[src/verilog/csd_pkg.sv]
// constants shared by the chopped sinc3 decimator files
package csd_pkg;
    // clock and modulator timing
    localparam int CLK_HZ = 50_000_000;
    localparam int MOD_RATE_HZ = 32768;
    localparam int MOD_DIV = CLK_HZ / MOD_RATE_HZ;
    localparam int DEC_MULT = 8;
    localparam int WINDOWS = 3;
    localparam int ACC_W = 34;
    localparam int RATIO_W = 11;
    // decimation word limits
    localparam logic [7:0] DEC_MIN = 8'h0D;
    localparam logic [7:0] DEC_MIN_NC = 8'h03;
    localparam logic [7:0] DEC_RST = 8'h45;
    // register byte addresses
    localparam int ADDR_W = 8;
    localparam logic [7:0] A_MODE = 8'h00;
    localparam logic [7:0] A_CHAN = 8'h04;
    localparam logic [7:0] A_DECIM = 8'h08;
    localparam logic [7:0] A_DATA = 8'h0C;
    localparam logic [7:0] A_STAT = 8'h10;
    localparam logic [7:0] A_IRQ = 8'h14;
    localparam logic [7:0] A_MASK = 8'h18;
    // field positions
    localparam int MODE_CHOPDIS = 0;
    localparam int MODE_PSEUDO = 1;
    localparam int CHAN_LSB = 0;
    localparam int GAIN_LSB = 4;
    localparam logic [3:0] CHAN_MAX_PSEUDO = 4'h9;
    localparam logic [3:0] CHAN_MAX_DIFF = 4'h4;
    localparam int IRQ_READY = 0;
    localparam int IRQ_OVR = 1;
    localparam int IRQ_W = 2;
    // bus responses
    localparam logic [1:0] RESP_OKAY = 2'h0;
    localparam logic [1:0] RESP_SLVERR = 2'h2;
endpackage : csd_pkg

[src/verilog/csd_sinc3.sv]
// cubic sinc decimator fed by the one-bit modulator stream
`timescale 1ns/10ps
module csd_sinc3 (
    // clock and reset
    input wire logic clock,
    input wire logic rstn,
    // modulator stream
    input wire logic tick,
    input wire logic mod_bit,
    // control
    input wire logic flush,
    input wire logic [csd_pkg::RATIO_W-1:0] ratio,
    // decimated output
    output logic signed [csd_pkg::ACC_W-1:0] out_data,
    output logic out_valid
);
    import csd_pkg::*;

    logic signed [ACC_W-1:0] i1_q, i2_q, i3_q, d1_q, d2_q, d3_q;
    logic signed [ACC_W-1:0] x, c1, c2, c3;
    logic [RATIO_W-1:0] cnt_q;
    logic dump;

    assign x = mod_bit ? ACC_W'(1) : -ACC_W'(1);
    assign dump = tick && (cnt_q == ratio - RATIO_W'(1));
    assign c1 = i3_q - d1_q;
    assign c2 = c1 - d2_q;
    assign c3 = c2 - d3_q;

    // integrators take the raw bit, no stage in between
    always_ff @(posedge clock) begin
        if (!rstn || flush) begin
            i1_q <= '0;
            i2_q <= '0;
            i3_q <= '0;
        end else if (tick) begin
            i1_q <= i1_q + x;
            i2_q <= i2_q + i1_q;
            i3_q <= i3_q + i2_q;
        end
    end

    // decimation by eight times the word
    always_ff @(posedge clock) begin
        if (!rstn || flush) begin
            cnt_q <= '0;
        end else if (dump) begin
            cnt_q <= '0;
        end else if (tick) begin
            cnt_q <= cnt_q + RATIO_W'(1);
        end
    end

    always_ff @(posedge clock) begin
        if (!rstn || flush) begin
            d1_q <= '0;
            d2_q <= '0;
            d3_q <= '0;
            out_data <= '0;
            out_valid <= 1'b0;
        end else begin
            out_valid <= dump;
            if (dump) begin
                d1_q <= i3_q;
                d2_q <= c1;
                d3_q <= c2;
                out_data <= c3;
            end
        end
    end
endmodule // csd_sinc3

[src/verilog/csd_top.sv]
// chopped sinc3 decimator with averaging and register slave
`timescale 1ns/10ps
module csd_top #(
    parameter int RESULT_W = 24,
    parameter int TICK_DIV = csd_pkg::MOD_DIV
) (
    // clock and reset
    input wire logic clock,
    input wire logic rstn,
    // modulator stream
    input wire logic mod_bit,
    // front-end control and status
    output logic chop_q,
    output logic [2:0] gain_q,
    output logic [3:0] chan_q,
    output logic pseudo_q,
    output logic rdy_n_q,
    output logic irq_q,
    // axi4-lite write
    input wire logic [csd_pkg::ADDR_W-1:0] s_axi_awaddr,
    input wire logic s_axi_awvalid,
    output logic s_axi_awready,
    input wire logic [31:0] s_axi_wdata,
    input wire logic [3:0] s_axi_wstrb,
    input wire logic s_axi_wvalid,
    output logic s_axi_wready,
    output logic [1:0] s_axi_bresp,
    output logic s_axi_bvalid,
    input wire logic s_axi_bready,
    // axi4-lite read
    input wire logic [csd_pkg::ADDR_W-1:0] s_axi_araddr,
    input wire logic s_axi_arvalid,
    output logic s_axi_arready,
    output logic [31:0] s_axi_rdata,
    output logic [1:0] s_axi_rresp,
    output logic s_axi_rvalid,
    input wire logic s_axi_rready
);
    import csd_pkg::*;

    if (!(RESULT_W == 16 || RESULT_W == 24)) begin : g_bad_width
        $error("RESULT_W must be 16 or 24");
    end
    if (TICK_DIV < 9 || TICK_DIV > 2048) begin : g_bad_div
        $error("modulator tick divider out of range");
    end

    typedef enum logic [0:0] {ST_FLUSH, ST_CONVERT} csd_state_t;

    function automatic logic csd_mapped(input logic [ADDR_W-1:0] a);
        csd_mapped = (a == A_MODE) || (a == A_CHAN) || (a == A_DECIM) ||
                     (a == A_DATA) || (a == A_STAT) || (a == A_IRQ) ||
                     (a == A_MASK);
    endfunction

    csd_state_t st_q;
    logic [10:0] div_q;
    logic tick_q;
    logic chop_dis_q;
    logic [7:0] decim_q;
    logic [RESULT_W-1:0] data_q;
    logic signed [ACC_W-1:0] prev_q;
    logic have_prev_q, unread_q;
    logic [1:0] win_q;
    logic [IRQ_W-1:0] irq_st_q, irq_mask_q;
    logic [ADDR_W-1:0] awaddr_q;
    logic [31:0] wdata_q;
    logic wstrb0_q, aw_full_q, w_full_q;
    logic signed [ACC_W-1:0] f_data, fo;
    logic signed [ACC_W:0] sum_w;
    logic f_valid, conv, res_wr, wr_do, prog_chg, data_rd, irq_rd;
    logic [7:0] wd;
    logic [3:0] new_chan;

    ////////////////////////////////////////////////////////////////////////
    // modulator-rate enable
    always_ff @(posedge clock) begin
        if (!rstn || div_q == 11'(TICK_DIV - 1)) begin
            div_q <= '0;
        end else begin
            div_q <= div_q + 11'h001;
        end
    end

    always_ff @(posedge clock) begin
        tick_q <= rstn && (div_q == 11'(TICK_DIV - 1));
    end

    csd_sinc3 u_sinc3 (
        .clock(clock),
        .rstn(rstn),
        .tick(tick_q),
        .mod_bit(mod_bit),
        .flush(st_q == ST_FLUSH),
        .ratio(RATIO_W'(decim_q) * RATIO_W'(DEC_MULT)),
        .out_data(f_data),
        .out_valid(f_valid)
    );

    ////////////////////////////////////////////////////////////////////////
    // bus write path
    assign wr_do = aw_full_q && w_full_q && !s_axi_bvalid;
    assign wd = wdata_q[7:0];
    assign prog_chg = wr_do && wstrb0_q &&
        (awaddr_q == A_MODE || awaddr_q == A_CHAN || awaddr_q == A_DECIM);
    assign data_rd = s_axi_arvalid && s_axi_arready && s_axi_araddr == A_DATA;
    assign irq_rd = s_axi_arvalid && s_axi_arready && s_axi_araddr == A_IRQ;

    always_ff @(posedge clock) begin
        if (!rstn) begin
            aw_full_q <= 1'b0;
            w_full_q <= 1'b0;
            s_axi_awready <= 1'b1;
            s_axi_wready <= 1'b1;
            s_axi_bvalid <= 1'b0;
            s_axi_bresp <= RESP_OKAY;
            awaddr_q <= '0;
            wdata_q <= '0;
            wstrb0_q <= 1'b0;
        end else begin
            if (s_axi_awvalid && s_axi_awready) begin
                awaddr_q <= s_axi_awaddr;
                aw_full_q <= 1'b1;
                s_axi_awready <= 1'b0;
            end
            if (s_axi_wvalid && s_axi_wready) begin
                wdata_q <= s_axi_wdata;
                wstrb0_q <= s_axi_wstrb[0];
                w_full_q <= 1'b1;
                s_axi_wready <= 1'b0;
            end
            if (wr_do) begin
                aw_full_q <= 1'b0;
                w_full_q <= 1'b0;
                s_axi_bvalid <= 1'b1;
                s_axi_bresp <= csd_mapped(awaddr_q) ? RESP_OKAY : RESP_SLVERR;
            end
            if (s_axi_bvalid && s_axi_bready) begin
                s_axi_bvalid <= 1'b0;
                s_axi_awready <= 1'b1;
                s_axi_wready <= 1'b1;
            end
        end
    end

    // mode and front-end configuration
    always_ff @(posedge clock) begin
        if (!rstn) begin
            chop_dis_q <= 1'b0;
            pseudo_q <= 1'b0;
        end else if (wr_do && wstrb0_q && awaddr_q == A_MODE) begin
            chop_dis_q <= wd[MODE_CHOPDIS];
            pseudo_q <= wd[MODE_PSEUDO];
        end
    end

    assign new_chan = wd[CHAN_LSB +: 4];

    always_ff @(posedge clock) begin
        if (!rstn) begin
            chan_q <= '0;
            gain_q <= '0;
        end else if (wr_do && wstrb0_q && awaddr_q == A_CHAN) begin
            gain_q <= wd[GAIN_LSB +: 3];
            if (new_chan <= (pseudo_q ? CHAN_MAX_PSEUDO : CHAN_MAX_DIFF)) begin
                chan_q <= new_chan;
            end
        end
    end

    // word clamped to the chop-mode floor, or to the no-chop floor with chop disabled
    always_ff @(posedge clock) begin
        if (!rstn) begin
            decim_q <= DEC_RST;
        end else if (wr_do && wstrb0_q && awaddr_q == A_DECIM) begin
            if (!chop_dis_q && wd < DEC_MIN) begin
                decim_q <= DEC_MIN;
            end else if (wd < DEC_MIN_NC) begin
                decim_q <= DEC_MIN_NC;
            end else begin
                decim_q <= wd;
            end
        end else if (!chop_dis_q && decim_q < DEC_MIN) begin
            decim_q <= DEC_MIN;
        end
    end

    ////////////////////////////////////////////////////////////////////////
    // conversion sequencing: three filter windows per chop phase
    assign conv = (st_q == ST_CONVERT) && f_valid && win_q == 2'(WINDOWS - 1);
    assign fo = (chop_q && !chop_dis_q) ? -f_data : f_data;
    assign sum_w = {prev_q[ACC_W-1], prev_q} + {fo[ACC_W-1], fo};
    assign res_wr = conv && (chop_dis_q || have_prev_q);

    always_ff @(posedge clock) begin
        if (!rstn || prog_chg) begin
            st_q <= ST_FLUSH;
            win_q <= '0;
        end else begin
            case (st_q)
                ST_FLUSH: begin
                    st_q <= ST_CONVERT;
                    win_q <= '0;
                end
                ST_CONVERT: begin
                    if (conv) begin
                        st_q <= ST_FLUSH;
                    end else if (f_valid) begin
                        win_q <= win_q + 2'h1;
                    end
                end
                default: st_q <= ST_FLUSH;
            endcase
        end
    end

    // chop polarity flips once per conversion, every third filter output
    always_ff @(posedge clock) begin
        if (!rstn || prog_chg || chop_dis_q) begin
            chop_q <= 1'b0;
        end else if (conv) begin
            chop_q <= !chop_q;
        end
    end

    always_ff @(posedge clock) begin
        if (!rstn || prog_chg) begin
            prev_q <= '0;
            have_prev_q <= 1'b0;
        end else if (conv) begin
            prev_q <= fo;
            have_prev_q <= !chop_dis_q;
        end
    end

    // running average of two, nulls from sinc3 times sinc2
    always_ff @(posedge clock) begin
        if (!rstn) begin
            data_q <= '0;
        end else if (res_wr && chop_dis_q) begin
            data_q <= f_data[ACC_W-1 -: RESULT_W];
        end else if (res_wr) begin
            data_q <= sum_w[ACC_W -: RESULT_W];
        end
    end

    // ready goes high one window ahead of an update
    always_ff @(posedge clock) begin
        if (!rstn || prog_chg) begin
            rdy_n_q <= 1'b1;
        end else if (res_wr) begin
            rdy_n_q <= 1'b0;
        end else if (data_rd ||
                     (st_q == ST_CONVERT && f_valid && win_q == 2'h1)) begin
            rdy_n_q <= 1'b1;
        end
    end

    always_ff @(posedge clock) begin
        if (!rstn || prog_chg) begin
            unread_q <= 1'b0;
        end else if (res_wr) begin
            unread_q <= 1'b1;
        end else if (data_rd) begin
            unread_q <= 1'b0;
        end
    end

    ////////////////////////////////////////////////////////////////////////
    // interrupt status, cleared by read, set wins
    always_ff @(posedge clock) begin
        if (!rstn) begin
            irq_st_q <= '0;
        end else begin
            irq_st_q <= (irq_rd ? '0 : irq_st_q) |
                        {res_wr && unread_q, res_wr};
        end
    end

    always_ff @(posedge clock) begin
        if (!rstn) begin
            irq_mask_q <= '0;
        end else if (wr_do && wstrb0_q && awaddr_q == A_MASK) begin
            irq_mask_q <= wd[IRQ_W-1:0];
        end
    end

    always_ff @(posedge clock) begin
        irq_q <= rstn && |(irq_st_q & irq_mask_q);
    end

    ////////////////////////////////////////////////////////////////////////
    // bus read path
    always_ff @(posedge clock) begin
        if (!rstn) begin
            s_axi_arready <= 1'b1;
            s_axi_rvalid <= 1'b0;
            s_axi_rdata <= '0;
            s_axi_rresp <= RESP_OKAY;
        end else if (s_axi_arvalid && s_axi_arready) begin
            s_axi_arready <= 1'b0;
            s_axi_rvalid <= 1'b1;
            s_axi_rresp <= csd_mapped(s_axi_araddr) ? RESP_OKAY : RESP_SLVERR;
            case (s_axi_araddr)
                A_MODE: s_axi_rdata <= 32'({pseudo_q, chop_dis_q});
                A_CHAN: s_axi_rdata <= 32'({gain_q, chan_q});
                A_DECIM: s_axi_rdata <= 32'(decim_q);
                A_DATA: s_axi_rdata <= 32'(signed'(data_q));
                A_STAT: s_axi_rdata <= 32'({have_prev_q, chop_q, !rdy_n_q});
                A_IRQ: s_axi_rdata <= 32'(irq_st_q);
                A_MASK: s_axi_rdata <= 32'(irq_mask_q);
                default: s_axi_rdata <= '0;
            endcase
        end else if (s_axi_rvalid && s_axi_rready) begin
            s_axi_rvalid <= 1'b0;
            s_axi_arready <= 1'b1;
        end
    end
endmodule // csd_top

[config.mk]
export PLATFORM = sky130hd
export DESIGN_NAME = csd_top
export DESIGN_NICKNAME = d
export VERILOG_FILES = /design/src/verilog/csd_pkg.sv /design/src/verilog/csd_sinc3.sv /design/src/verilog/csd_top.sv
export SDC_FILE = /design/constraint.sdc
export NUM_CORES = 1
export LEC_CHECK = 0
export BUFFER_PORTS_ARGS = -buffer_cell sky130_fd_sc_hd__buf_4
export CORE_MARGIN = 2
export CORE_UTILIZATION = 51
export DETAILED_ROUTE_END_ITERATION = 10
export PLACE_DENSITY = 0.74
export SLEW_MARGIN = 20
export SYNTH_ARGS = -nofsm -noshare
export SYNTH_HDL_FRONTEND = slang
export SYNTH_SLANG_ARGS = --single-unit
[constraint.sdc]
create_clock -name clock -period 10.5 [get_ports clock]
set_clock_uncertainty 0.2 [all_clocks]
set_input_delay 2.1 -clock clock [delete_from_list [all_inputs] [get_ports clock]]
set_output_delay 2.1 -clock clock [all_outputs]
set_load 0.03 [all_outputs]
==> results.ini <==
[status]
status = completed

[worst_setup_path]
cpPeakStageDelay_ns = 0.48
path_max_fanout = 6
rr_worst_depth = 31
critPathKind = flop to flop
reg2reg_from = u_sinc3.i3_q[0]
crit_end = u_sinc3.out_data[33]
cp.arrival_ns = 7.39
start_kind = flop
critical_path.most_common_cell = a21o_1
cp_slowest_cell = o31ai_1
regToRegSetupSlack_ns = 3.38
crit_path_start = u_sinc3.i3_q[0]
crit_path_end_kind = flop
timing.rr.end = u_sinc3.out_data[33]
worstPathRequired_ns = 10.77

[synth]
synth.area.top_cells = dfxtp_1, ha_1, a21oi_1, nand2_1, xnor2_1
synth_cells = 3372
synth-main-ff-cell = dfxtp_1
synth_top_area_share_pct = 30.3
synth_commonest_cells = nand2_1, dfxtp_1, a21oi_1
synth-seq-cells = 399
yosysMostFrequentCell = nand2_1
synth.avg_cell_area_um2 = 7.83
synth_area_mm2 = 0.0264
synth-edff-count = 0
yosysWarnings = 0
ys_seq_area_share_pct = 30.3
synth.largest_area_cell = dfxtp_1
async_flop_share_pct = 0
ys_types = 90

[floorplanning]
core_area_mm2 = 0.0512
start_util_pct = 51.5
ioPinCount = 112
num_rows = 83
die_h_um = 231
die_area_mm2 = 0.0536
die_w_um = 231

[placed_design]
gp_congestion = 0.907
hpwl_um = 41500
portBuffers = 82

[clock_tree]
numClockSinks = 399
root_buffer = clkbuf_16
clock_path_buffers = 3
cts_tree = built
post-cts-setup-buffer-count = 0
clk_latency_ns = 0.58
ctsHoldBuffers = 0
cts-buffers-inserted = 44
ctsResizeCount = 0
htree_num_levels = 2
clkSlewWorstSetupHoldPaths_ns = 0.06

[route]
via_per_inst = 5.57
totalWireLength_um = 58200
dr_total_vias = 22800
wl_per_cell_um = 14.2
drc = 0
first_iter_violations = 1045
drt_first_pass_iters = 7
antenna_left = 0

[timing]
worst_slew_pin_slew_ns = 1.05
hold_violations = 0
slew_viol_final = 0
fmax_mhz = 141
min_period_ns = 7.12
slew_headroom_pct = 30.1
whs_ns = 0.249
setup_viol = 0
final.period_utilization_pct = 67.8
rsz0062_at_grt = false
setup_tns_ns = 0

[grt]
grt_pass1_wl_um = 99700
antenna_found_initial = 0
grt_max_degree = 184
overflow = 0
track_usage_pct = 21.6
grt_pass1_vias = 21200

[final_layout]
area_delta_synth_final_pct = 9.90
finish.utilization_pct = 56.6
final_nets = 3685
antenna_cells = 0
drive_gt1_share_pct = 6.22

[pwr]
switching_share_pct = 21.8
vdd_drop_max_v = 0.000105
p_seq_share_pct = 47.0
p_sw_mw = 0.709
power.leakage_nw = 12.2
intPower_mw = 2.55
combPwrFrac_pct = 3.1
power_per_cell_area_mw_per_mm2 = 112
clkPwrFrac_pct = 49.9

[hold_path]
hold_class = flop to flop
min_path_cells = 2

[run]
cap_violations = 0

layer usage:
metal / track usage (%) / vias to the layer above / routed length [um]
met5: 0 / - / 0
met4: 7.04 / 0 / 1410
met3: 2.46 / 95 / 2270
met2: 37.6 / 393 / 27100
met1: 27.7 / 10400 / 27400
li1: - / 11900 / -
kinds of logic after synthesis:
family / count (synthesis) / synth area share [%]
buffers and inverters: 327 / 4.80
other: 1 / 0.0142
DFF: 399 / 30.3
AOI/OAI and AO/OA: 942 / 22.6
adders and majority gates: 246 / 11.8
muxes: 79 / 3.05
xor gates and xnor gates: 249 / 8.32
and+or+nand+nor: 1129 / 19.1
state kept, by name, indices dropped and copies added (netlist names), 2 cells and up:
signal and flops:
win_q 2, s_axi_rdata 24, chan_q 4, u_sinc3.out_data 34, u_sinc3.d2_q 34, decim_q 8
wdata_q 8, div_q 11, awaddr_q 8, u_sinc3.i3_q 34, data_q 24, u_sinc3.i1_q 34
gain_q 3, u_sinc3.d1_q 34, u_sinc3.i2_q 34, prev_q 34, irq_st_q 2, irq_mask_q 2
u_sinc3.d3_q 34, u_sinc3.cnt_q 11
critical path: cells and delay by family, from the launching register on:
family	cells	cell delay, ns
XOR/XNOR	3	0.38
flip-flops	1	0.35
AND/OR/NAND/NOR	7	1.35
adder cells (fa/ha/maj)	4	1.32
AO/OA/AOI/OAI	15	3.27
buffers and inverters	2	0.12
final cells by class:
class	instances	area, um2
tap	680	851
timing repair buffer	100	763
clock buffer	63	1320
fill	4811	22200
clock inverter	15	220
sequential	399	7990
multi-input combinational	2647	17200
inverter	187	702
power groups by stage:
stage | clock network [mW] | registers (mW) | logic, mW
floorplan | 0 | 1.56 | 0.0666
global placement | 0 | 1.56 | 0.0992
detailed placement | 0 | 1.56 | 0.101
CTS | 1.67 | 1.53 | 0.101
global route | 1.73 | 1.53 | 0.111
finish | 1.63 | 1.53 | 0.101
worst min-delay path by stage:
| stage | from | slack (ns) | to |
|---|---|---|---|
| finish | u_sinc3.d1_q[4] | 0.25 | u_sinc3.d1_q[4] |
| global route | u_sinc3.d1_q[22] | 0.26 | u_sinc3.d1_q[22] |
| CTS | u_sinc3.d2_q[6] | 0.25 | u_sinc3.d2_q[6] |
| detailed placement | u_sinc3.d3_q[2] | 0.24 | u_sinc3.d3_q[2] |
| global placement | u_sinc3.d2_q[13] | 0.24 | u_sinc3.d2_q[13] |
| floorplan | div_q[0] | 0.23 | div_q[0] |
placed cells by master (no fill, tap or decap), types with 8 or more instances in the layout:
master     count
and3_1        27
xnor2_1      146
a22oi_1       12
o21bai_1      38
nand2b_1      23
a211oi_1      32
xor2_1       102
a31oi_1       30
nor4_1        13
nand2_1      431
nor3b_1       10
and4_1        15
o21a_1        31
dfxtp_1      398
nor3_1        67
o221ai_1      11
o22ai_1       11
buf_4         99
ha_1         240
inv_1        185
nor2b_1       34
a22o_1         8
mux2i_1       76
and2_1        14
clkbuf_8      10
clkbuf_16     46
or2_2          8
a21o_1       112
o21ai_0      126
a21oi_1      390
o31ai_1        9
o211ai_1      17
nand3_1       93
nand4_1       19
or3_1         14
nor2_1       336
stage by stage:
stage	instances	setup slack [ns]	area, um2	total power, mW
after floorplan	3373	4.30	26400	1.63
after global placement	4013	3.48	27500	1.66
after detailed placement	4013	3.43	27500	1.66
after CTS	4091	3.41	29000	3.30
after global routing	4091	2.76	29000	3.37
final	4091	3.38	29000	3.26
No activity file was read; power rests on OpenSTA's default activity.
